===== config.mk =====
export PLATFORM = sky130hd
export DESIGN_NAME = serial_bus_interface
export DESIGN_NICKNAME = d
export VERILOG_FILES = /design/src/rtl/sync2.v /design/src/rtl/serial_bus_interface.v
export VERILOG_INCLUDE_DIRS = /design/src /design/src/common
export SDC_FILE = /design/constraint.sdc
export NUM_CORES = 1
export LEC_CHECK = 0
export BUFFER_PORTS_ARGS = -buffer_cell sky130_fd_sc_hd__buf_2
export CORE_UTILIZATION = 40
export CTS_BUF_LIST = sky130_fd_sc_hd__clkbuf_8
export CTS_CLUSTER_SIZE = 25
export DETAILED_ROUTE_END_ITERATION = 16
export GPL_TIMING_DRIVEN = 0
export HOLD_SLACK_MARGIN = 0.03
export PLACE_DENSITY = 0.57
export SLEW_MARGIN = 20
export SYNTH_ARGS = -nofsm -noshare
export SYNTH_HDL_FRONTEND = slang
export SYNTH_SLANG_ARGS = --single-unit

===== constraint.sdc =====
create_clock -name i_clk -period 5.16 [get_ports i_clk]
set_input_delay 0.516 -clock i_clk [delete_from_list [all_inputs] [get_ports i_clk]]
set_output_delay 0.516 -clock i_clk [all_outputs]
set_load 0.02 [all_outputs]

===== src/common/i2c_slave_defines.vh =====
`ifndef I2C_SLAVE_DEFINES_VH
`define I2C_SLAVE_DEFINES_VH

// register indexes on the plain register port
`define A_DBR      3'h0
`define A_OAR      3'h1
`define A_BR0      3'h2
`define A_BR1      3'h3
`define A_CR1      3'h4
`define A_CR2      3'h5

// control register two (write) and status register (read) bit positions
`define B_MST      7
`define B_TRX      6
`define B_BB       5
`define B_PIN      4
`define F_MODE_HI  3
`define F_MODE_LO  2
`define F_KEY_HI   1
`define F_KEY_LO   0
`define B_AL       3
`define B_AAS      2
`define B_AD0      1
`define B_LRB      0

// other field positions
`define B_ACK      4
`define B_BGE      7
`define B_IDS      6
`define B_ALS      0
`define F_SA_HI    7
`define F_SA_LO    1

// reset values and encodings
`define RST_BYTE   8'h00
`define RST_MODE   2'h0
`define MODE_BUS   2'h2
`define KEY_ARM    2'h2
`define KEY_FIRE   2'h1
`define GCALL      8'h00
`define START_CMD  4'hF
`define BIT_LAST   4'h8
`define BIT_NINTH  4'h9
`define BIT_ZERO   4'h0

// bus timing: least half period of the generated clock
`define T_HALF_NS  5000

`endif


===== src/rtl/sync2.v =====
`timescale 1ns/100ps

// two flip-flop synchroniser; the first stage feeds only the second
module sync2 #(
    parameter         W   = 1,
    parameter [W-1:0] RST = {W{1'b1}}
) (
    input  wire         i_clk,
    input  wire         i_resetn,
    input  wire [W-1:0] i_d,
    output wire [W-1:0] o_q
);

    reg [W-1:0] meta_reg;
    reg [W-1:0] q_reg;

    // two stages, reset to bus idle level
    always @(posedge i_clk) begin
        if (!i_resetn) begin
            meta_reg <= RST;
            q_reg    <= RST;
        end else begin
            meta_reg <= i_d;
            q_reg    <= meta_reg;
        end
    end

    assign o_q = q_reg;

endmodule // sync2


===== src/rtl/serial_bus_interface.v =====
// Implementation choices: the register offsets and the strobed register port.
`timescale 1ns/100ps
`include "i2c_slave_defines.vh"

module serial_bus_interface #(
    parameter CLK_MHZ = 100
) (
    input  wire       i_clk,
    input  wire       i_resetn,
    input  wire [2:0] i_addr,
    input  wire [7:0] i_wdata,
    input  wire       i_wr,
    input  wire       i_rd,
    output wire [7:0] o_rdata,
    input  wire       i_scl,
    output wire       o_scl,
    output wire       o_scl_oe,
    input  wire       i_sda,
    output wire       o_sda,
    output wire       o_sda_oe,
    output wire       o_transfer_interrupt,
    output wire [1:0] o_interface_mode_select,
    output wire       o_baud_generator_enable,
    output wire       o_idle_shutdown_select
);

    // generated clock half period in cycles, rounded up
    localparam integer   HALF_INT = (`T_HALF_NS * CLK_MHZ + 999) / 1000;
    localparam [11:0]    HALF_CYC = HALF_INT[11:0];
    localparam [11:0]    QTR_CYC  = HALF_CYC >> 1;

    // master engine states
    localparam [2:0] M_IDLE  = 3'h0;
    localparam [2:0] M_START = 3'h1;
    localparam [2:0] M_LOW   = 3'h2;
    localparam [2:0] M_HIGH  = 3'h3;
    localparam [2:0] M_HOLD  = 3'h4;

    wire [1:0] pin_sync;
    wire       scl_s;
    wire       sda_s;

    reg  [7:0]  dbr_reg;
    reg  [7:0]  oar_reg;
    reg  [7:0]  br0_reg;
    reg  [7:0]  br1_reg;
    reg  [7:0]  cr1_reg;
    reg         mst_reg;
    reg         trx_reg;
    reg         bb_reg;
    reg         pin_reg;
    reg  [1:0]  mode_reg;
    reg         armed_reg;
    reg         srst_reg;
    reg         aas_reg;
    reg         ad0_reg;
    reg         lrb_reg;
    reg         int_reg;
    reg  [7:0]  rdata_reg;
    reg  [2:0]  m_state_reg;
    reg  [11:0] m_cnt_reg;
    reg  [3:0]  m_bit_reg;
    reg  [7:0]  m_shift_reg;
    reg         m_addr_reg;
    reg         m_rw_reg;
    reg         m_sda_reg;
    reg  [3:0]  rcnt_reg;
    reg  [7:0]  rx_reg;
    reg         first_reg;
    reg         match_reg;
    reg         sel_reg;
    reg         s_ack_reg;
    reg         scl_d_reg;
    reg         sda_d_reg;
    reg  [7:0]  rd_mux;

    wire        do_rst;
    wire        bus_mode;
    wire        scl_rise;
    wire        scl_fall;
    wire        bus_start;
    wire        bus_stop;
    wire        dbr_acc;
    wire        cr2_wr;
    wire        start_req;
    wire        address_match_disable;
    wire        ack_en;
    wire        m_drive;
    wire        addr_hit;

    // pin inputs pass two flip-flops before use
    sync2 #(
        .W   (2),
        .RST (2'h3)
    ) u_pin_sync (
        .i_clk    (i_clk),
        .i_resetn (i_resetn),
        .i_d      ({i_scl, i_sda}),
        .o_q      (pin_sync)
    );

    assign scl_s = pin_sync[1];
    assign sda_s = pin_sync[0];

    // bus condition and clock edge detection
    assign scl_rise  = scl_s & ~scl_d_reg;
    assign scl_fall  = ~scl_s & scl_d_reg;
    assign bus_start = scl_s & scl_d_reg & sda_d_reg & ~sda_s;
    assign bus_stop  = scl_s & scl_d_reg & ~sda_d_reg & sda_s;

    // decoded accesses and configuration
    assign do_rst   = ~i_resetn | srst_reg;
    assign bus_mode = (mode_reg == `MODE_BUS);
    assign dbr_acc  = (i_wr | i_rd) & (i_addr == `A_DBR);
    assign cr2_wr   = i_wr & (i_addr == `A_CR2);
    assign address_match_disable      = oar_reg[`B_ALS];
    assign ack_en   = cr1_reg[`B_ACK];
    assign addr_hit = (rx_reg[7:1] == oar_reg[`F_SA_HI:`F_SA_LO]) |
                      (rx_reg == `GCALL);

    // start command: ones to master, transmit, busy and pending bits
    assign start_req = cr2_wr & (i_wdata[`B_MST:`B_PIN] == `START_CMD) & ~bb_reg &
                       (i_wdata[`F_MODE_HI:`F_MODE_LO] == `MODE_BUS) &
                       br1_reg[`B_BGE];

    // pull-low enable the master puts on SDA for the current slot (1 drives SDA low)
    assign m_drive = (m_bit_reg < `BIT_LAST) ? (trx_reg & ~m_shift_reg[7]) :
                     (~trx_reg & ack_en);

    // register read multiplexer
    always @* begin
        if (i_addr == `A_DBR) begin
            rd_mux = dbr_reg;
        end else if (i_addr == `A_OAR) begin
            rd_mux = oar_reg;
        end else if (i_addr == `A_BR0) begin
            rd_mux = br0_reg;
        end else if (i_addr == `A_BR1) begin
            rd_mux = br1_reg;
        end else if (i_addr == `A_CR1) begin
            rd_mux = cr1_reg;
        end else if (i_addr == `A_CR2) begin
            rd_mux = {mst_reg, trx_reg, bb_reg, pin_reg,
                      1'b0, aas_reg, ad0_reg, lrb_reg};
        end else begin
            rd_mux = `RST_BYTE;
        end
    end

    // edge history for the synchronised bus lines
    always @(posedge i_clk) begin
        if (!i_resetn) begin
            scl_d_reg <= 1'b1;
            sda_d_reg <= 1'b1;
        end else begin
            scl_d_reg <= scl_s;
            sda_d_reg <= sda_s;
        end
    end

    // registers, soft reset, status flags, bus receiver, master engine
    always @(posedge i_clk) begin
        if (do_rst) begin
            dbr_reg     <= `RST_BYTE;
            oar_reg     <= `RST_BYTE;
            br0_reg     <= `RST_BYTE;
            br1_reg     <= `RST_BYTE;
            cr1_reg     <= `RST_BYTE;
            mst_reg     <= 1'b0;
            trx_reg     <= 1'b0;
            bb_reg      <= 1'b0;
            pin_reg     <= 1'b1;
            mode_reg    <= `RST_MODE;
            armed_reg   <= 1'b0;
            srst_reg    <= 1'b0;
            aas_reg     <= 1'b0;
            ad0_reg     <= 1'b0;
            lrb_reg     <= 1'b0;
            int_reg     <= 1'b0;
            rdata_reg   <= `RST_BYTE;
            m_state_reg <= M_IDLE;
            m_cnt_reg   <= 12'h000;
            m_bit_reg   <= `BIT_ZERO;
            m_shift_reg <= `RST_BYTE;
            m_addr_reg  <= 1'b0;
            m_rw_reg    <= 1'b0;
            m_sda_reg   <= 1'b0;
            rcnt_reg    <= `BIT_ZERO;
            rx_reg      <= `RST_BYTE;
            first_reg   <= 1'b0;
            match_reg   <= 1'b0;
            sel_reg     <= 1'b0;
            s_ack_reg   <= 1'b0;
        end else begin
            int_reg   <= 1'b0;
            srst_reg  <= 1'b0;
            rdata_reg <= i_rd ? rd_mux : `RST_BYTE;

            // software writes
            if (i_wr) begin
                if (i_addr == `A_DBR) begin
                    dbr_reg <= i_wdata;
                end else if (i_addr == `A_OAR) begin
                    oar_reg <= i_wdata;
                end else if (i_addr == `A_BR0) begin
                    br0_reg <= i_wdata;
                end else if (i_addr == `A_BR1) begin
                    br1_reg <= i_wdata;
                end else if (i_addr == `A_CR1) begin
                    cr1_reg <= i_wdata;
                end else if (i_addr == `A_CR2) begin
                    mst_reg  <= i_wdata[`B_MST];
                    trx_reg  <= i_wdata[`B_TRX];
                    mode_reg <= i_wdata[`F_MODE_HI:`F_MODE_LO];
                    if (i_wdata[`B_PIN]) begin
                        pin_reg <= 1'b1;      // a zero write has no effect
                    end
                end
            end

            // two-write reset key, any other value abandons it
            if (cr2_wr) begin
                if (i_wdata[`F_KEY_HI:`F_KEY_LO] == `KEY_ARM) begin
                    armed_reg <= 1'b1;
                end else if ((i_wdata[`F_KEY_HI:`F_KEY_LO] == `KEY_FIRE) &&
                             armed_reg) begin
                    armed_reg <= 1'b0;
                    srst_reg  <= 1'b1;
                end else begin
                    armed_reg <= 1'b0;
                end
            end

            // data buffer access clears the addressed flag, releases the clock
            if (dbr_acc) begin
                aas_reg <= 1'b0;
                pin_reg <= 1'b1;
            end

            // bus busy and start/stop tracking
            if (bus_start) begin
                bb_reg    <= 1'b1;
                ad0_reg   <= 1'b0;
                rcnt_reg  <= `BIT_ZERO;
                first_reg <= 1'b1;
                sel_reg   <= 1'b0;
                match_reg <= 1'b0;
            end else if (bus_stop) begin
                bb_reg    <= 1'b0;
                ad0_reg   <= 1'b0;
                first_reg <= 1'b0;
                sel_reg   <= 1'b0;
                s_ack_reg <= 1'b0;
                mst_reg   <= 1'b0;
                trx_reg   <= 1'b0;
            end else if (scl_rise) begin
                lrb_reg <= sda_s;
                if (rcnt_reg < `BIT_LAST) begin
                    rx_reg <= {rx_reg[6:0], sda_s};
                end
                if (rcnt_reg < `BIT_NINTH) begin
                    rcnt_reg <= rcnt_reg + 4'h1;
                end
            end else if (scl_fall && (rcnt_reg == `BIT_LAST)) begin
                // eight bits in: decide on acknowledge
                if (!trx_reg && (mst_reg || sel_reg || address_match_disable || !first_reg)) begin
                    dbr_reg <= rx_reg;
                end
                if (!mst_reg && bus_mode) begin
                    if (first_reg && !address_match_disable) begin
                        match_reg <= addr_hit;
                        s_ack_reg <= addr_hit;
                        sel_reg   <= addr_hit;
                    end else if ((sel_reg || address_match_disable) && !trx_reg) begin
                        s_ack_reg <= ack_en;
                        sel_reg   <= 1'b1;
                    end
                end
            end else if (scl_fall && (rcnt_reg == `BIT_NINTH)) begin
                // end of the ninth clock
                rcnt_reg  <= `BIT_ZERO;
                first_reg <= 1'b0;
                s_ack_reg <= 1'b0;
                if (!mst_reg && bus_mode) begin
                    if (first_reg && !address_match_disable && match_reg) begin
                        int_reg <= 1'b1;
                        pin_reg <= 1'b0;
                        aas_reg <= 1'b1;
                        trx_reg <= rx_reg[0] & (rx_reg != `GCALL);
                        if (rx_reg == `GCALL) begin
                            ad0_reg <= 1'b1;
                        end
                    end else if (first_reg && address_match_disable) begin
                        int_reg <= 1'b1;
                        pin_reg <= 1'b0;
                        aas_reg <= 1'b1;
                    end else if (sel_reg) begin
                        int_reg <= 1'b1;
                        pin_reg <= 1'b0;
                    end
                end
            end

            // master engine: start, nine clocks, hold low while pending
            case (m_state_reg)
                M_IDLE: begin
                    if (start_req) begin
                        m_state_reg <= M_START;
                        m_cnt_reg   <= 12'h000;
                        m_bit_reg   <= `BIT_ZERO;
                        m_shift_reg <= dbr_reg;
                        m_rw_reg    <= dbr_reg[0];
                        m_addr_reg  <= 1'b1;
                        m_sda_reg   <= 1'b1;
                        pin_reg     <= 1'b1;
                    end
                end
                M_START: begin
                    m_cnt_reg <= m_cnt_reg + 12'h001;
                    if (m_cnt_reg == HALF_CYC) begin
                        m_state_reg <= M_LOW;
                        m_cnt_reg   <= 12'h000;
                    end
                end
                M_LOW: begin
                    m_cnt_reg <= m_cnt_reg + 12'h001;
                    if (m_cnt_reg == QTR_CYC) begin
                        m_sda_reg <= m_drive;
                    end
                    if (m_cnt_reg == HALF_CYC) begin
                        m_state_reg <= M_HIGH;
                        m_cnt_reg   <= 12'h000;
                    end
                end
                M_HIGH: begin
                    if (scl_s) begin
                        m_cnt_reg <= m_cnt_reg + 12'h001;
                    end
                    if (scl_s && (m_cnt_reg == HALF_CYC)) begin
                        m_cnt_reg <= 12'h000;
                        if (m_bit_reg == `BIT_LAST) begin
                            m_state_reg <= M_HOLD;
                            int_reg     <= 1'b1;
                            pin_reg     <= 1'b0;
                            if (m_addr_reg && !lrb_reg) begin
                                trx_reg <= ~m_rw_reg;
                            end
                        end else begin
                            m_bit_reg   <= m_bit_reg + 4'h1;
                            m_shift_reg <= {m_shift_reg[6:0], 1'b0};
                            m_state_reg <= M_LOW;
                        end
                    end
                end
                M_HOLD: begin
                    if (pin_reg) begin
                        m_state_reg <= M_LOW;
                        m_cnt_reg   <= 12'h000;
                        m_bit_reg   <= `BIT_ZERO;
                        m_addr_reg  <= 1'b0;
                        m_shift_reg <= dbr_reg;
                    end
                    if (!mst_reg) begin
                        m_state_reg <= M_IDLE;
                        m_sda_reg   <= 1'b0;
                    end
                end
                default: begin
                    m_state_reg <= M_IDLE;
                end
            endcase
        end
    end

    // pin drivers: open drain, low whenever enabled
    assign o_scl    = 1'b0;
    assign o_sda    = 1'b0;
    assign o_scl_oe = (m_state_reg == M_LOW) |
                      (m_state_reg == M_HOLD) |
                      (sel_reg & ~pin_reg & ~mst_reg);
    assign o_sda_oe = (m_sda_reg & (m_state_reg != M_IDLE)) |
                      s_ack_reg;

    // user side outputs
    assign o_rdata                 = rdata_reg;
    assign o_transfer_interrupt    = int_reg;
    assign o_interface_mode_select = mode_reg;
    assign o_baud_generator_enable = br1_reg[`B_BGE];
    assign o_idle_shutdown_select  = br0_reg[`B_IDS];

endmodule // serial_bus_interface


==> results.sh <==
export IMPL_status="complete, no violations"
export IMPL_die_x_um=119
export IMPL_hpwlAfterDp_um=11300
export IMPL_root_buffer="clkbuf_8"
export IMPL_die_area_um2=14100
export IMPL_syn_area_per_cell_um2=8.41
export IMPL_ys_ff_latch=112
export IMPL_drtIter0Drc=397
export IMPL_ys_warn_count=0
export IMPL_startpoint_type="flop"
export IMPL_end_kind="output port"
export IMPL_clockBufferDepth=2
export IMPL_maxSlewHeadroom=0.385
export IMPL_fin_area_um2=6010
export IMPL_vias_per_cell=5.56
export IMPL_cts_tree="done"
export IMPL_slew_viol_final=0
export IMPL_syn_instance_count=648
export IMPL_clk_pin_slew_ns=0.10
export IMPL_cts_resized=0
export IMPL_rsz0062_at_grt="false"
export IMPL_path_class="reg -> out"
export IMPL_skew_ns=0.00977
export IMPL_cp_max_fo=10
export IMPL_finalSetupTns_ns=0
export IMPL_synth_edf_count=0
export IMPL_synthesis_area_um2=5450
export IMPL_fmax_mhz=439
export IMPL_wire_per_inst_um=17.7
export IMPL_synth_async_reset_ratio=0
export IMPL_antenna_found_initial=0
export IMPL_worstSkewPairLatency_ns=0.39
export IMPL_postPlaceCellArea_um2=5820
export IMPL_p_leak_uw=0.00225
export IMPL_synth_ff_type="dfxtp_1"
export IMPL_fin_crit_sh=0.441
export IMPL_ys_types=59
export IMPL_worst_pin_slew_ns=0.919
export IMPL_gp_congestion=0.889
export IMPL_first_global_vias=4616
export IMPL_wl_um=15400
export IMPL_grt_pass1_wl_um=24600
export IMPL_dp_cells=853
export IMPL_maxCapViolCount=0
export IMPL_vias=4835
export IMPL_grt_util_all_layers=0.226
export IMPL_grt_ovfl_total=0
export IMPL_num_rows=42
export IMPL_htree_levels=3
export IMPL_fin_crit_ns=2.28
export IMPL_setup_violations=0
export IMPL_ant_nets=0
export IMPL_cts_sinks=112
export IMPL_final_layout_size_suffix_gt1_frac=0.105
export IMPL_hold_viol_final=0
export IMPL_nets=713
export IMPL_p_per_area_nw_per_um2=316
export IMPL_ir_drop_mv=0.163
export IMPL_hold_buffers=0
export IMPL_cts_buffers_inserted=9
export IMPL_drc=0
export IMPL_coreArea_um2=13200
export IMPL_die_y_um=119
export IMPL_layout_cells_non_filler=869
export IMPL_ys_seq_area_frac=0.411
export IMPL_postCtsSetupRepairBufs=0
export IMPL_firstDrtPassIters=5
export IMPL_hold_class="in -> reg"
export IMPL_initial_core_util=0.412
export IMPL_worstPathRequired_ns=4.64
export IMPL_largest_reg_flops=12
export IMPL_syn_to_final_growth_pct=10.2
export IMPL_grt_max_degree=18
export IMPL_portBuffers=28
export IMPL_r2r_slack_ns=2.96
export IMPL_cp_arrival_ns=1.76
export IMPL_antenna_cells=0
export IMPL_io_pins=34
## per-stage QoR
stage	hold WS, ns	power (uW)	util	setup WS [ns]
floorplan	0.386	1280	-	3.09
global placement	0.390	1390	0.439	2.83
detailed placement	0.397	1400	0.439	2.81
global route	0.286	2000	0.454	2.74
finish	0.298	1900	0.454	2.88
CTS	0.283	1910	0.454	2.88
## cells in the final DEF, fill, tap and decap left out, types with 6 or more instances in the layout
master,n
dfxtp_1,112
or3_1,8
a21oi_1,67
ha_1,8
inv_1,16
a31oi_1,6
buf_2,35
buf_4,6
mux2_2,8
xor2_1,7
a211oi_1,20
o22ai_1,8
nand4_1,6
mux2i_1,36
xnor2_1,6
a22oi_1,7
and4b_1,6
o21ai_0,19
and3_1,15
nor4_1,6
nand3_1,9
nand2b_1,13
nand2_1,88
o211ai_1,7
nor2_1,56
clkbuf_8,12
clkbuf_1,26
nor3_1,8
## layout make-up
class	instances	area, um^2
Fill cell	1352	7230
Multi-Input combinational cell	482	2970
Sequential cell	112	2240
Tap cell	176	220
Buffer	40	189
Clock buffer	12	165
Timing Repair Buffer	28	140
Inverter	15	56.3
Clock inverter	4	27.5
## critical path, cell delays in order (launching register included)
cell,delay [ns]
dfxtp_1,0.45
clkbuf_1,0.39
xor2_1,0.12
a22o_1,0.25
buf_2,0.16
## per-layer routing
metal  vias to the layer above  GRT usage  share of wire
met5                         -          0              0
met4                         0      0.108          0.033
met3                        34     0.0328          0.036
met2                       117      0.367           0.47
met1                      2294      0.295           0.46
li1                       2390          -              -
## Yosys cell counts (5+ instances only)
cell type | count | area share
mux2_2 | 8 | 0.017
nand4_1 | 6 | 0.0069
clkbuf_1 | 26 | 0.018
inv_1 | 15 | 0.010
dfxtp_1 | 112 | 0.41
nor4_1 | 6 | 0.0069
and3_1 | 15 | 0.017
a22oi_1 | 7 | 0.0096
a21o_1 | 5 | 0.0069
o21ai_0 | 19 | 0.017
nor2b_1 | 5 | 0.0057
and3b_1 | 5 | 0.0080
or3_1 | 8 | 0.0092
nor3_1 | 8 | 0.0073
o211ai_1 | 7 | 0.0096
buf_4 | 6 | 0.0083
xnor2_1 | 6 | 0.0096
buf_2 | 7 | 0.0064
a211oi_1 | 20 | 0.028
ha_1 | 8 | 0.018
nor2_1 | 56 | 0.039
and4b_1 | 6 | 0.011
o22ai_1 | 8 | 0.0092
a21oi_1 | 67 | 0.061
xor2_1 | 7 | 0.011
a31oi_1 | 6 | 0.0069
nand2_1 | 88 | 0.061
mux2i_1 | 36 | 0.066
nand2b_1 | 13 | 0.015
nand3_1 | 9 | 0.0083
## logic make-up (layout without fill, tap and decap cells)
| group | Yosys count | after routing | share of synthesized area |
|---|---|---|---|
| AND/OR/NAND/NOR | 251 | 251 | 0.234 |
| flip-flops | 112 | 112 | 0.411 |
| buffers and inverters | 55 | 99 | 0.0450 |
| adder cells (fa/ha/maj) | 8 | 8 | 0.0184 |
| AO/OA/AOI/OAI | 164 | 164 | 0.188 |
| other | 1 | 2 | 0.000688 |
| XOR/XNOR | 13 | 13 | 0.0209 |
| multiplexers | 44 | 44 | 0.0826 |
## worst paths after layout
path         depth (start not counted)                    from                     end
min                                  2                   i_sda  u_pin_sync.meta_reg[0]
max                                  4          m_state_reg[2]                o_scl_oe
min reg2reg                          1  u_pin_sync.meta_reg[1]       u_pin_sync.o_q[1]
max reg2reg                          7            m_cnt_reg[9]          m_shift_reg[7]
## power by group
group	switching, uW	internal, uW	total, uW
Sequential	30.3	913	943
Combinational	275	165	440
Clock	303	216	519
Power figures use the tool's default switching activity.
